## src/pkg/fpc_pkg.sv

```systemverilog
// constants shared by the flash page and sector protect controller
package fpc_pkg;

  // register addresses, 12-bit register file offsets
  localparam logic [11:0] ADDR_CTRL = 12'hff8; // control write, state read
  localparam logic [11:0] ADDR_PAGE = 12'hff9; // page select / sector lock
  localparam logic [11:0] ADDR_TIME_HI = 12'hffa; // timing value high byte
  localparam logic [11:0] ADDR_TIME_LO = 12'hffb; // timing value low byte
  localparam logic [11:0] ADDR_LOCK_RD = 12'hffc; // sector lock readback

  // control register key and command values
  localparam logic [7:0] KEY_FIRST = 8'h73;
  localparam logic [7:0] KEY_SECOND = 8'h8c;
  localparam logic [7:0] KEY_PROTECT = 8'h5e;
  localparam logic [7:0] CMD_PAGE_ERASE = 8'h95;
  localparam logic [7:0] CMD_MASS_ERASE = 8'h63;

  // reset values
  localparam logic [7:0] PAGE_RESET = 8'h00;
  localparam logic [7:0] LOCK_RESET = 8'h00;
  localparam logic [7:0] TIME_RESET = 8'h00;

  // field positions in the page select register
  localparam int INFO_BIT = 7; // information area select
  localparam int PAGE_MSB = 6; // page number field top bit

  // program memory geometry
  localparam int PAGE_SHIFT = 9; // 512-byte pages
  localparam logic [15:0] INFO_BASE = 16'hfe00; // info area window start
  localparam logic [15:0] INFO_LAST = 16'hffff; // info area window end

  // operation lengths in milliseconds; one unit is timing value cycles
  localparam logic [7:0] PROG_UNITS = 8'h01;
  localparam logic [7:0] PAGE_UNITS = 8'h0a;
  localparam logic [7:0] MASS_UNITS = 8'h14;

  // controller state codes as read back from the state code register
  typedef enum logic [5:0] {
    ST_LOCKED = 6'b000000,
    ST_FIRST = 6'b000001,
    ST_SECOND = 6'b000010,
    ST_UNLOCKED = 6'b000011,
    ST_PROT_SEL = 6'b000100,
    ST_PROGRAM = 6'b001000,
    ST_PAGE_ERASE = 6'b010000,
    ST_MASS_ERASE = 6'b100000
  } fpc_state_t;

endpackage

```

## src/verilog/fpc_op_timer.sv

```systemverilog
// operation timer: counts whole milliseconds of system clock
`timescale 1ns/1ps
`default_nettype none
module fpc_op_timer
  import fpc_pkg::*;
(
  // clock and reset
  input wire logic core_clk,
  input wire logic nrst,
  // control
  input wire logic start, // one-cycle start pulse
  input wire logic [15:0] cycles_per_unit, // timing value, cycles per ms
  input wire logic [7:0] units, // length of the operation in ms
  // status
  output logic done // one-cycle pulse at the end
);

  logic [15:0] cyc_cnt; // cycles left in the current unit
  logic [7:0] unit_cnt; // units left after the current one
  logic running; // an operation is being timed

  ////////////////////////////////////////////////////////////////////////
  // a timing value of zero is treated as one cycle per unit so that a
  // forgotten load cannot hang the controller forever
  always_ff @(posedge core_clk or negedge nrst) begin
    if (!nrst) begin
      cyc_cnt <= 16'h0000;
      unit_cnt <= 8'h00;
      running <= 1'b0;
      done <= 1'b0;
    end else begin
      done <= 1'b0;
      if (start) begin
        // load the first unit
        running <= 1'b1;
        cyc_cnt <= cycles_per_unit;
        unit_cnt <= (units == 8'h00) ? 8'h00 : units - 8'h01;
      end else if (running) begin
        if (cyc_cnt > 16'h0001) begin
          cyc_cnt <= cyc_cnt - 16'h0001;
        end else if (unit_cnt != 8'h00) begin
          // next millisecond
          cyc_cnt <= cycles_per_unit;
          unit_cnt <= unit_cnt - 8'h01;
        end else begin
          // last cycle of the last unit
          running <= 1'b0;
          done <= 1'b1;
        end
      end
    end
  end

endmodule
`default_nettype wire

```

## src/verilog/fpc_top.sv

```systemverilog
// flash page select, sector lock and unlock sequencer
`timescale 1ns/1ps
`default_nettype none
module fpc_top
  import fpc_pkg::*;
(
  // clock and power-on reset
  input wire logic core_clk,
  input wire logic nrst,
  // register port
  input wire logic [11:0] reg_addr,
  input wire logic [7:0] reg_wdata,
  input wire logic reg_wr,
  input wire logic reg_rd,
  output logic [7:0] reg_rdata,
  // byte program request from the cpu store path
  input wire logic prog_req,
  input wire logic [15:0] prog_addr,
  // flash array control
  output logic prog_go,
  output logic page_erase_go,
  output logic mass_erase_go,
  output logic [6:0] erase_page,
  output logic flash_busy,
  output logic op_done,
  // configuration seen by the memory map and the array
  output logic info_area_select,
  output logic [7:0] page_select_reg,
  output logic [7:0] sector_lock_bits,
  output logic [15:0] flash_timing_value
);

  ////////////////////////////////////////////////////////////////////////
  // declarations

  fpc_state_t state; // controller state, also the readable state code
  fpc_state_t next_state; // state after this cycle
  logic [7:0] flash_timing_high; // upper byte of the timing value
  logic [7:0] flash_timing_low; // lower byte of the timing value
  logic wr_ctrl; // write to the control register
  logic wr_shared; // write to the shared page/lock address
  logic wr_lock; // that write lands in the lock register
  logic wr_time_hi; // write to the timing high byte
  logic wr_time_lo; // write to the timing low byte
  logic page_blocked; // selected page sits in a locked sector
  logic prog_blocked; // addressed byte sits in a locked sector
  logic prog_in_info; // program address falls in the info window
  logic start_prog; // accept a byte program this cycle
  logic start_page; // accept a page erase this cycle
  logic start_mass; // accept a mass erase this cycle
  logic start_any; // any operation starts
  logic [7:0] op_units; // length of the operation being started
  logic timer_done; // pulse from the operation timer
  logic [7:0] next_rdata; // read mux output

  ////////////////////////////////////////////////////////////////////////
  // address decode of writes

  // strobes are single-cycle so the decode needs no holding state
  always_comb begin
    wr_ctrl = 1'b0;
    wr_shared = 1'b0;
    wr_time_hi = 1'b0;
    wr_time_lo = 1'b0;
    if (!reg_wr) begin
      // no write this cycle
      wr_ctrl = 1'b0;
    end else if (reg_addr == ADDR_CTRL) begin
      wr_ctrl = 1'b1;
    end else if (reg_addr == ADDR_PAGE) begin
      wr_shared = 1'b1;
    end else if (reg_addr == ADDR_TIME_HI) begin
      wr_time_hi = 1'b1;
    end else if (reg_addr == ADDR_TIME_LO) begin
      wr_time_lo = 1'b1;
    end
  end

  // the shared address only reaches the lock register right after the
  // protect key; in every other state it is the page select register
  assign wr_lock = wr_shared && (state == ST_PROT_SEL);

  ////////////////////////////////////////////////////////////////////////
  // protection checks

  // a 512-byte page number equals the sector number for the low eight
  // pages; pages beyond the lock register are never guarded
  always_comb begin
    page_blocked = 1'b0;
    if (page_select_reg[PAGE_MSB:3] == 4'h0) begin
      page_blocked = sector_lock_bits[page_select_reg[2:0]];
    end
  end

  // the info window is mapped over the top of program memory while the
  // info select bit is set, and it has no sector lock of its own
  assign prog_in_info = info_area_select &&
                        (prog_addr >= INFO_BASE) &&
                        (prog_addr <= INFO_LAST);

  always_comb begin
    prog_blocked = 1'b0;
    if (!prog_in_info && (prog_addr[15:12] == 4'h0)) begin
      // address bits 11:9 pick one of the eight guarded sectors
      prog_blocked = sector_lock_bits[prog_addr[11:PAGE_SHIFT]];
    end
  end

  ////////////////////////////////////////////////////////////////////////
  // operation starts

  // operations are only accepted while fully unlocked; a refused one
  // leaves the controller unlocked so software may retry elsewhere
  assign start_prog = (state == ST_UNLOCKED) && prog_req &&
                      !prog_blocked && !reg_wr;
  assign start_page = (state == ST_UNLOCKED) && wr_ctrl &&
                      (reg_wdata == CMD_PAGE_ERASE) && !page_blocked;
  assign start_mass = (state == ST_UNLOCKED) && wr_ctrl &&
                      (reg_wdata == CMD_MASS_ERASE) &&
                      (sector_lock_bits == 8'h00);
  assign start_any = start_prog || start_page || start_mass;

  // operation length picked from the command being started
  always_comb begin
    op_units = PROG_UNITS;
    if (start_page) begin
      op_units = PAGE_UNITS;
    end else if (start_mass) begin
      op_units = MASS_UNITS;
    end
  end

  ////////////////////////////////////////////////////////////////////////
  // unlock sequencer

  // control writes during an operation are ignored; the controller
  // cannot be relocked while the array is busy
  always_comb begin
    next_state = state;
    case (state)
      ST_LOCKED: begin
        if (wr_ctrl && (reg_wdata == KEY_FIRST)) begin
          next_state = ST_FIRST;
        end
      end
      ST_FIRST: begin
        if (wr_ctrl) begin
          if (reg_wdata == KEY_SECOND) begin
            next_state = ST_SECOND;
          end else if (reg_wdata == KEY_PROTECT) begin
            next_state = ST_PROT_SEL;
          end else if (reg_wdata != KEY_FIRST) begin
            // a repeated first key keeps the sequence open
            next_state = ST_LOCKED;
          end
        end
      end
      ST_SECOND: begin
        // the sequence is complete once the second key lands; the
        // intermediate code is held for one cycle so software can see it
        next_state = ST_UNLOCKED;
      end
      ST_UNLOCKED: begin
        if (start_prog) begin
          next_state = ST_PROGRAM;
        end else if (start_page) begin
          next_state = ST_PAGE_ERASE;
        end else if (start_mass) begin
          next_state = ST_MASS_ERASE;
        end else if (wr_ctrl && (reg_wdata == KEY_FIRST)) begin
          // the first key always opens a new key sequence
          next_state = ST_FIRST;
        end else if (wr_ctrl && (reg_wdata == KEY_PROTECT)) begin
          next_state = ST_PROT_SEL;
        end else if (wr_ctrl && (reg_wdata != CMD_PAGE_ERASE) &&
                     (reg_wdata != CMD_MASS_ERASE)) begin
          next_state = ST_LOCKED;
        end
      end
      ST_PROT_SEL: begin
        if (wr_lock) begin
          // one lock write only, then back to locked
          next_state = ST_LOCKED;
        end else if (wr_ctrl) begin
          next_state = (reg_wdata == KEY_FIRST) ? ST_FIRST : ST_LOCKED;
        end
      end
      ST_PROGRAM, ST_PAGE_ERASE, ST_MASS_ERASE: begin
        if (timer_done) begin
          next_state = ST_UNLOCKED;
        end
      end
      default: begin
        next_state = ST_LOCKED;
      end
    endcase
  end

  // state register; reset leaves the controller locked
  always_ff @(posedge core_clk or negedge nrst) begin
    if (!nrst) begin
      state <= ST_LOCKED;
    end else begin
      state <= next_state;
    end
  end

  ////////////////////////////////////////////////////////////////////////
  // page select register

  always_ff @(posedge core_clk or negedge nrst) begin
    if (!nrst) begin
      page_select_reg <= PAGE_RESET;
    end else if (wr_shared && !wr_lock) begin
      // default target of the shared address
      page_select_reg <= reg_wdata;
    end
  end

  // info select sits in the top bit of the page select register
  assign info_area_select = page_select_reg[INFO_BIT];

  ////////////////////////////////////////////////////////////////////////
  // sector lock register

  // bits may only be set; nrst is the power-on reset, so a lock stays
  // in force until the part loses power
  always_ff @(posedge core_clk or negedge nrst) begin
    if (!nrst) begin
      sector_lock_bits <= LOCK_RESET;
    end else if (wr_lock) begin
      sector_lock_bits <= sector_lock_bits | reg_wdata;
    end
  end

  ////////////////////////////////////////////////////////////////////////
  // timing value registers

  // software loads the system clock in kilohertz, which is also the
  // number of cycles in one millisecond used by the timer
  // the array is only specified between 20 kHz and 20 MHz
  always_ff @(posedge core_clk or negedge nrst) begin
    if (!nrst) begin
      flash_timing_high <= TIME_RESET;
    end else if (wr_time_hi) begin
      flash_timing_high <= reg_wdata;
    end
  end

  always_ff @(posedge core_clk or negedge nrst) begin
    if (!nrst) begin
      flash_timing_low <= TIME_RESET;
    end else if (wr_time_lo) begin
      flash_timing_low <= reg_wdata;
    end
  end

  // registered copy of the joined value, high byte first
  always_ff @(posedge core_clk or negedge nrst) begin
    if (!nrst) begin
      flash_timing_value <= {TIME_RESET, TIME_RESET};
    end else begin
      flash_timing_value <= {flash_timing_high, flash_timing_low};
    end
  end

  ////////////////////////////////////////////////////////////////////////
  // operation timer

  // uses the live byte pair so a load just before a start still counts
  fpc_op_timer u_timer (
    .core_clk(core_clk),
    .nrst(nrst),
    .start(start_any),
    .cycles_per_unit({flash_timing_high, flash_timing_low}),
    .units(op_units),
    .done(timer_done)
  );

  ////////////////////////////////////////////////////////////////////////
  // flash array strobes

  // one-cycle start pulses, and the page number latched for the array
  always_ff @(posedge core_clk or negedge nrst) begin
    if (!nrst) begin
      prog_go <= 1'b0;
      page_erase_go <= 1'b0;
      mass_erase_go <= 1'b0;
      erase_page <= 7'h00;
      op_done <= 1'b0;
    end else begin
      prog_go <= start_prog;
      page_erase_go <= start_page;
      mass_erase_go <= start_mass;
      op_done <= timer_done;
      if (start_page) begin
        // erase every byte whose address bits 15:9 match this page
        erase_page <= page_select_reg[PAGE_MSB:0];
      end
    end
  end

  // busy is registered from next_state, so it changes in the same cycle as the state, like the strobes
  always_ff @(posedge core_clk or negedge nrst) begin
    if (!nrst) begin
      flash_busy <= 1'b0;
    end else begin
      flash_busy <= (next_state == ST_PROGRAM) ||
                    (next_state == ST_PAGE_ERASE) ||
                    (next_state == ST_MASS_ERASE);
    end
  end

  ////////////////////////////////////////////////////////////////////////
  // register reads

  // unmapped addresses read zero; the two top bits of the state read
  // are reserved and read zero
  always_comb begin
    next_rdata = 8'h00;
    if (reg_addr == ADDR_CTRL) begin
      next_rdata = {2'b00, state};
    end else if (reg_addr == ADDR_PAGE) begin
      next_rdata = page_select_reg;
    end else if (reg_addr == ADDR_TIME_HI) begin
      next_rdata = flash_timing_high;
    end else if (reg_addr == ADDR_TIME_LO) begin
      next_rdata = flash_timing_low;
    end else if (reg_addr == ADDR_LOCK_RD) begin
      next_rdata = sector_lock_bits;
    end
  end

  // read data stands only in the cycle after the strobe
  always_ff @(posedge core_clk or negedge nrst) begin
    if (!nrst) begin
      reg_rdata <= 8'h00;
    end else if (reg_rd) begin
      reg_rdata <= next_rdata;
    end else begin
      reg_rdata <= 8'h00;
    end
  end

endmodule
`default_nettype wire

```

## config.mk

```make
export PLATFORM = sky130hd
export DESIGN_NAME = fpc_top
export DESIGN_NICKNAME = d
export VERILOG_FILES = /design/src/pkg/fpc_pkg.sv /design/src/verilog/fpc_op_timer.sv /design/src/verilog/fpc_top.sv
export SDC_FILE = /design/constraint.sdc
export NUM_CORES = 1
export LEC_CHECK = 0
export BUFFER_PORTS_ARGS = -buffer_cell sky130_fd_sc_hd__clkbuf_2
export CORE_UTILIZATION = 40
export CTS_CLUSTER_DIAMETER = 100
export DETAILED_ROUTE_END_ITERATION = 6
export HOLD_SLACK_MARGIN = 0.06
export PLACE_DENSITY = 0.72
export SKIP_LAST_GASP = 1
export SYNTH_ARGS = -nofsm -noshare
export SYNTH_HDL_FRONTEND = slang
export SYNTH_SLANG_ARGS = --single-unit
```

## constraint.sdc

```tcl
create_clock -name core_clk -period 3.97 [get_ports core_clk]
set_input_delay 0.397 -clock core_clk [delete_from_list [all_inputs] [get_ports core_clk]]
set_output_delay 0.397 -clock core_clk [all_outputs]
set_load 0.02 [all_outputs]
```

## Word level (Yosys, flattened, before mapping)

Cells that the tools add are included.

- Bits in registers: 100

- $lt $le $gt $ge: 5
- Equal/unequal tests: 24
- Muxes and demuxes: 61
- Bitwise gates (word level): 1
- Reductions and logical operators: 38
- Add/subtract/negate cells: 3

Operator list:

| cell | count |
|---|---|
| $mux 8 | 11 |
| $mux 6 | 14 |
| $mux 16 | 4 |
| $eq 12x12->1 const B | 5 |
| $pmux 6 s6 | 1 |
| $mux 1 | 27 |
| $eq 8x7->1 const B | 3 |
| $logic_and 1x1->1 | 17 |
| $eq 8x8->1 const B | 2 |
| $ge 16x16->1 const B | 1 |
| $gt 16x1->1 const B | 1 |
| $le 16x16->1 const B | 1 |
| $logic_not 8->1 | 2 |
| $ne 8x7->1 const B | 2 |
| $sub 16x1->16 const B | 1 |
| $eq 6x2->1 const B | 2 |
| $eq 6x4->1 const B | 2 |
| $eq 6x5->1 const B | 2 |
| $eq 6x6->1 const B | 2 |
| $mux 5 | 2 |
| $logic_not 4->1 | 2 |
| $lt 3x4->1 const B | 2 |
| $ne 8x8->1 const B | 1 |
| $or 8x8->8 | 1 |
| other kinds (15) | 24 |

## Depth between registers and ports, before layout

Gate-level depths: netlist (run 1).

- Depth after elaboration: 15
- Mapped depth: 10

## By module

Synthesis (run 1) repeated with hierarchy kept, for this count alone.

- Cells, all modules: 491
- Area total of the unflattened synthesis: 5280.1 um^2

By module, submodules not included:

| module | instances | seq. area each (um^2) | cells an instance | area an instance (um^2) |
|---|---|---|---|---|
| fpc_top | 1 | 1851.8 | 278 | 3357.0 |
| fpc_op_timer | 1 | 650.6 | 213 | 1923.1 |

## Worst setup path after synthesis (run 1)

No wires, ideal clock.

- Kind: register to register
- Start: reg sector_lock_bits[6]
- End: reg u_timer.cyc_cnt[11]
- Cell stages (with the launch flop): 9
- Clock period less this slack: 2.473 ns
- Setup slack: 1.497 ns
- Path buffers: 2
- Data arrival time: 2.347 ns
- Path through: dfrtp_1 mux4_1 mux2_2 a2111oi_4 or2_0 buf_4 nor2_2 buf_6 a2bb2oi_1

- Word-level cells in the longest chain between the ends: 10

Ends and longest elaborated chain:

| what | RTL line | text |
|---|---|---|
| from (decl) | fpc_top.sv:29 | `output logic [7:0] sector_lock_bits,` |
| from (signal assigned) | fpc_top.sv:232 | `sector_lock_bits <= sector_lock_bits \| reg_wdata;` |
| $bmux 1 s3 (*) | fpc_top.sv:105 | `prog_blocked = sector_lock_bits[prog_addr[11:PAGE_SHIFT]];` |
| $mux 1 (not written as such) (*) | fpc_top.sv:105 |  |
| $mux 1 (*) | fpc_top.sv:103 | `if (!prog_in_info && (prog_addr[15:12] == 4'h0)) begin` |
| $logic_not 1->1 (*) | fpc_top.sv:115 | `!prog_blocked && !reg_wr;` |
| $logic_and 1x1->1 (*) | fpc_top.sv:114 | `assign start_prog = (state == ST_UNLOCKED) && prog_req &&` |
| $logic_and 1x1->1 (*) | fpc_top.sv:115 |  |
| named net start_prog | fpc_top.sv:48 | `logic start_prog;` |
| $logic_or 1x1->1 (*) (2 in a row) | fpc_top.sv:121 | `assign start_any = start_prog \|\| start_page \|\| start_mass;` |
| $reduce_bool 3->1 (no line) / $reduce_bool 2->1 (equally long branches) | - |  |
| $reduce_and 2->1 (no line) | - |  |
| to (signal assigned) | fpc_op_timer.sv:36 | `cyc_cnt <= cycles_per_unit;` |
| to (signal assigned) | fpc_op_timer.sv:40 | `cyc_cnt <= cyc_cnt - 16'h0001;` |
| to (signal assigned) | fpc_op_timer.sv:43 | `cyc_cnt <= cycles_per_unit;` |
| to (decl) | fpc_op_timer.sv:18 | `logic [15:0] cyc_cnt;` |

The timed path passes the listed nets; every way through them passes the cells marked *. The select of a mux whose other input is x is not followed.
A chain may end at the register's enable or synchronous reset.

## Final worst setup path (run 1)

- Start: reg sector_lock_bits[1]
- End: reg state[0]

- Word-level cells in the longest chain between the ends: 8

Ends and longest elaborated chain:

| what | RTL line | text |
|---|---|---|
| $bmux 1 s3 | fpc_top.sv:105 |  |
| $mux 1 (not written as such) | fpc_top.sv:105 |  |
| $mux 1 | fpc_top.sv:103 |  |
| $logic_not 1->1 | fpc_top.sv:115 |  |
| $logic_and 1x1->1 | fpc_top.sv:114 |  |
| $logic_and 1x1->1 | fpc_top.sv:115 |  |
| named net start_prog | fpc_top.sv:48 |  |
| $mux 6 | fpc_top.sv:164 | `if (start_prog) begin` |
| $pmux 6 s6 | fpc_top.sv:140 | `case (state)` |
| named net next_state[0] | fpc_top.sv:37 | `fpc_state_t next_state;` |
| to (signal assigned) | fpc_top.sv:204 | `state <= next_state;` |
| to (decl) | fpc_top.sv:36 | `fpc_state_t state;` |

The timed path passes the listed nets, and every way through them passes these cells. The select of a mux whose other input is x is not followed.

==> metrics, run 1 <==
FF-to-FF Start sector_lock_bits[1]; wire per inst 18.29 um; RSZ-0062 raised after global routing false; CTS Sinks 100; share of layout cells above drive strength 1 28.36%; Synth Flop Type dfrtp_1; sw frac 31.71%; Post-synth EDFFs 0; Clock Skew 0.006376 ns; Critical Path Slowest Stage Cell a2111oi_4; placed cells 702; Initial Util 41.22%; Max FO, Critical Path 13; Die Ht 113.5 um; Hold Path Class input port to async pin; DRT iter0 DRCs 168; Crit. End Element flop; highest clock rate 334.1 MHz; CTS buffer count 9; IO Port Bufs 84; CTS tree built; syn_area_per_cell 10.69 um^2; DP HPWL 9.494 mm; leading area contributor after synthesis dfrtp_1; die area 0.01288 mm^2; Fillers 1150; GRT Overall Usage 21.77%; Finish-stage setup viols 0; vias in the first global route 4252; cells on worst reg2reg path 6; total number of yosys warnings 0; initial antenna violation count 0; max cap viols 0; Cell Area, Synth 0.004972 mm^2; IO Pins 94; min Tclk post-route 2.993 ns; peak supply drop 0.0002092 V; CTS H-tree lvls 3; Flop pwr share 46.9%; worst flop-to-flop path endpoint state[0]; CP cell instances mux4_1 > mux2_2 > a2111oi_4 > inv_1 > nand2_1 > o311ai_0; Congestion Overflow GR 0; Worst Setup EP state[0]; Post-Route WL 13.13 mm; Core ar. 0.01206 mm^2; final non-filler cell total 718; Pint 1.934 mW; CP required 4.15 ns; Placed Area 0.005543 mm^2; Hold Fails Final Rpt 0; Setup Fix Bufs, Post-CTS 0; die span in x 113.5 um; design area 0.005858 mm^2; Clock Path Buffers 2; top-area cell type share of the netlist area 50.33%; outcome completed; power consumption 2.831 mW; worst setup path start sector_lock_bits[1]; CTS resizes 0; Clock Pin Slew Worst Setup and Hold Paths 0.07 ns; syn nets 509; total power per unit cell area 483.3 mW/mm^2; Distinct cells, synth 67; routability cong. 0.8742; Clock Latency Late Sink 0.34 ns; routed vias/inst 5.680; Synth Register Bits 100; share of flip-flops with an asynchronous set or reset 100.0%; Final period util 75.40%; ANT cells 0; Pleak 2.844 nW; Synth area leaders dfrtp_1 (50%), mux2_2 (7.9%), o21ai_0 (3.2%); Post-CTS Hold Buffers 0; critical path arrival 3.17 ns; register area share after synthesis 50.33%; Setup CP Type flop to flop; critical path's largest stage delay 0.65 ns; total net switching power 0.8977 mW; largest net degree at the start of global routing 75; row count 40; via count 4078; DRC viols 0; combinational share of power 20.7%; Mapped Cells 465; FF-to-FF setup slack 0.98 ns; DRT Pass-1 Iters 5; Post-DRT Antenna Nets 0; Final Max Slew Viols 0; nets 589; Top Registers flash_timing_value x16, u_timer.cyc_cnt x16; Worst Tran Pin Value 0.9302 ns; clock share of power 32.4%; Rel. slew slack 37.76%; first-pass GRT wire length 21.38 mm; Area Overhead vs Synth 17.82%; startpoint types flop; Clk Tree Root Cell clkbuf_16; setup TNS 0 ns
[critical path: cells and delay by family, from the launching register on]
family	cells	cell delay [ns]
multiplexers	2	0.83
AND/OR/NAND/NOR	1	0.44
flip-flops	1	0.47
buffers and inverters	1	0.20
AO/OA/AOI/OAI	2	0.89
[worst min path at each step]
stage	endpoint	slack [ns]	depth (start not counted)
3_5_place_dp	flash_timing_value[15]	0.44	0
6_report	mass_erase_go	0.18	1
3_3_place_gp	flash_timing_value[13]	0.44	0
2_1_floorplan	erase_page[0]	0.10	0
5_1_grt	erase_page[2]	0.27	1
4_1_cts	erase_page[0]	0.22	1
[per-stage QoR]
step	utilization [%]	hold slack, ns	worst slack [ns]
after floorplan	-	0.1014	1.497
after global placement	45.95	0.4405	0.9693
after detailed placement	45.95	0.4385	0.9194
after CTS	48.57	0.2207	0.9734
after global routing	48.57	0.2694	0.7279
final	48.57	0.1806	0.9768
[cells in the final DEF (no fill, tap or decap), types with 3 or more instances in the layout]
cell and count:
nand2b_1 5, ha_1 3, buf_4 5, or3_1 6
nor3_1 12, a22oi_1 5, o22ai_1 12, dfrtp_1 100
o21a_1 4, o21ai_0 32, xor2_1 5, clkbuf_16 9
nor2b_1 4, mux2i_1 7, inv_6 3, a31oi_1 4
nand3_1 12, nor4_1 12, and3_1 5, nor2_1 41
nand2_1 29, mux2_2 35, a2bb2oi_1 9, a22o_1 5
clkbuf_2 83, a21o_1 11, nand4_1 6, o211ai_1 3
and4_1 3, a21oi_1 12, nor3b_1 4, inv_1 12
[power groups by stage]
stage	logic [mW]	clock network, mW	registers (mW)
after floorplan	0.448	0	1.29
after global placement	0.551	0	1.33
after detailed placement	0.580	0	1.34
after CTS	0.585	0.937	1.32
after global routing	0.664	0.966	1.35
final	0.586	0.918	1.33
[logic make-up after synthesis]
| kind of cell | synth area share (%) |
|---|---|
| muxes | 10.85 |
| buffers and inverters | 2.919 |
| xor gates and xnor gates | 1.057 |
| AOI/OAI and AO/OA | 16.56 |
| DFF | 50.33 |
| and+or+nand+nor | 17.54 |
| adders and majority gates | 0.7550 |
[cells in the mapped netlist, types with 4 or more instances]
master,n
dfrtp_1,100
nor2_1,41
mux2_2,35
o21ai_0,32
nand2_1,29
a21oi_1,12
inv_1,12
nand3_1,12
nor3_1,12
nor4_1,12
o22ai_1,12
a21o_1,11
clkbuf_1,11
a2bb2oi_1,9
mux2i_1,7
nand4_1,6
or3_1,6
a22o_1,5
a22oi_1,5
and3_1,5
buf_2,5
nand2b_1,5
xor2_1,5
a31oi_1,4
nor2b_1,4
nor3b_1,4
o21a_1,4
[layer usage]
layer  GRT usage (%)  vias up  share of wire (%)  wire length [um]
li1                -     1895                  -                 -
met1           27.59     1990                 43              5647
met2           35.73      156                 48              6303
met3           4.410       37                5.6               732
met4           10.53        0                3.4               447
met5               0        -                  0                 0
[layout make-up]
cell class	count	area [um^2]	share of cell area, %
Sequential cell	100	2502	42.72
Multi-Input combinational cell	332	2325	39.68
Timing Repair Buffer	88	452.9	7.732
Clock buffer	10	239.0	4.079
Tap cell	168	210.2	3.588
Clock inverter	6	76.32	1.303
Inverter	14	52.55	0.8971
Note: power is estimated with default switching activity, not from simulation.
==> inputs of run 2 (changes only) <==
PLACE_DENSITY = 0.74   (was 0.72)
clock period = 2.55 ns   (was 3.97 ns; I/O delays follow)
==> run 2 against run 1 <==
Effect of this change: non-clock buffer count is 44 higher; via count increased by 7.8%; die area is the same; largest power group unchanged; power is 58% higher; worst setup slack worse by 0.90 ns; clock power is 49% higher; critical endpoint is now u_timer.cyc_cnt[0]; routed wire length up 2.7%; register-to-register slack lost 0.90 ns; highest routed layer unchanged; critical path depth stayed put.
==> metrics, run 2 (synthesized netlist as in run 1, its figures left out) <==
outcome completed; share of layout cells above drive strength 1 34.51%; ANT cells 0; Rel. slew slack 55.89%; Clock Pin Slew Worst Setup and Hold Paths 0.08 ns; DP HPWL 9.874 mm; Crit. End Element flop; combinational share of power 23.8%; first-pass GRT wire length 22.25 mm; post-layout worst setup margin 0.07989 ns; Post-DRT Antenna Nets 0; Clk Tree Root Cell clkbuf_16; most frequent cells in the layout dfrtp_1 (99), clkbuf_2 (83), buf_4 (46); placed cells 741; total power per unit cell area 718.8 mW/mm^2; pre-CTS WS 0.1140 ns; hold depth 3; Setup CP Type flop to flop; die span in x 113.5 um; highest clock rate 404.8 MHz; row count 40; sw frac 33.00%; die area 0.01288 mm^2; vias in the first global route 4379; Hold Crit Endpoint reg_rdata[2]; Clock Skew 0.009722 ns; CTS Sinks 100; Flop pwr share 45.7%; wire per inst 17.70 um; CTS tree built; Initial Util 41.22%; Post-Route WL 13.49 mm; DRT Pass-1 Iters 5; worst flop-to-flop path endpoint u_timer.cyc_cnt[0]; total net switching power 1.478 mW; CTS buffer count 9; Pint 3.000 mW; Core ar. 0.01206 mm^2; startpoint types flop; routed vias/inst 5.770; Area Overhead vs Synth 25.29%; Worst Tran Pin Value 0.6617 ns; Critical Path Slowest Stage Cell or4_4; Placed Area 0.005861 mm^2; critical path's largest stage delay 0.55 ns; IO Pins 94; Final Max Slew Viols 0; hold path start reg_rd; GRT Overall Usage 22.04%; Max FO, Critical Path 5; Finish-stage setup viols 0; initial antenna violation count 0; Die Ht 113.5 um; Top Registers flash_timing_value x16, u_timer.cyc_cnt x16; final non-filler cell total 762; Hold Fails Final Rpt 0; RSZ-0062 raised after global routing true; Hold Path Class input port to flop; via count 4397; Pleak 3.067 nW; IO Port Bufs 84; nets 633; critical path arrival 2.70 ns; clock share of power 30.5%; FF-to-FF setup slack 0.08 ns; Final period util 96.87%; commonest non-fill, non-tap cell in the layout dfrtp_1; routability cong. 0.9296; Congestion Overflow GR 0; cells on worst reg2reg path 6; DRC viols 0; Clock Latency Late Sink 0.35 ns; Clock Path Buffers 2; design area 0.006230 mm^2; CP required 2.78 ns; FF-to-FF Start u_timer.cyc_cnt[5]; peak supply drop 0.0003999 V; DRT iter0 DRCs 307; CTS H-tree lvls 3; largest net degree at the start of global routing 52; max cap viols 0; min Tclk post-route 2.470 ns; CP cell instances or4_4 > or3_4 > o31a_1 > and3_4 > a2111oi_2 > nand2_1
[run 2: changes by cell type in the layout (fill, tap and decap cells not counted), moves of 2 or more]
cell / before / now
buf_12: 0 / 2
buf_4: 5 / 46
inv_6: 3 / 1
inv_8: 1 / 3
[run 2: what timing repair did]
action	CTS	global route
hold buffers	1	0
buffers inserted	0	4
endpoints found under the hold margin	50	0
setup endpoints to repair	0	21
gates resized for setup	0	6
[run 2: per-stage QoR]
stage               setup TNS (ns)  hold slack [ns]  total power, mW  util [%]
floorplan                        0         -0.04059            2.710         -
global placement                 0           0.3299            3.012     48.59
detailed placement               0           0.3408            3.076     48.59
CTS                              0           0.1722            4.450     51.17
global route              -0.04599           0.1943            4.730     51.65
finish                           0           0.1835            4.478     51.65
[run 2: worst max-delay path by stage]
stage,endpoint,slack [ns],from
2_1_floorplan,u_timer.cyc_cnt[11],0.08,sector_lock_bits[6]
3_3_place_gp,u_timer.cyc_cnt[0],0.11,u_timer.cyc_cnt[5]
3_5_place_dp,u_timer.cyc_cnt[0],0.11,u_timer.cyc_cnt[5]
4_1_cts,u_timer.cyc_cnt[0],0.07,u_timer.cyc_cnt[5]
5_1_grt,u_timer.cyc_cnt[14],-0.02,u_timer.cyc_cnt[1]
6_report,u_timer.cyc_cnt[0],0.08,u_timer.cyc_cnt[5]
[run 2: power by group through the flow]
| stage | combinational, mW | sequential (mW) | clock, mW |
|---|---|---|---|
| 6_report | 1.07 | 2.04 | 1.37 |
| 5_1_grt | 1.20 | 2.09 | 1.45 |
| 4_1_cts | 1.03 | 2.03 | 1.39 |
| 3_5_place_dp | 1.02 | 2.06 | 0 |
| 3_3_place_gp | 0.969 | 2.04 | 0 |
| 2_1_floorplan | 0.698 | 2.01 | 0 |
[run 2: area by class of cell]
cell class	instances	area [um^2]
Fill cell	1088	5832
Sequential cell	100	2504
Multi-Input combinational cell	332	2351
Timing Repair Buffer	132	810.8
Clock buffer	9	225.2
Tap cell	168	210.2
Clock inverter	7	76.32
Inverter	14	52.55
[run 2: layer usage]
layer	GRT usage [%]	vias up	part of all wire [%]
met3	3.879	25	6.3
met5	0	-	0
li1	-	1983	-
met1	29.02	2185	43
met4	5.877	0	1.8
met2	37.56	204	48
[run 2: critical path: cells and delay by family (launching register included)]
| family | cells | cell delay (ns) |
|---|---|---|
| AND/OR/NAND/NOR | 4 | 1.28 |
| AO/OA/AOI/OAI | 2 | 0.65 |
| flip-flops | 1 | 0.44 |
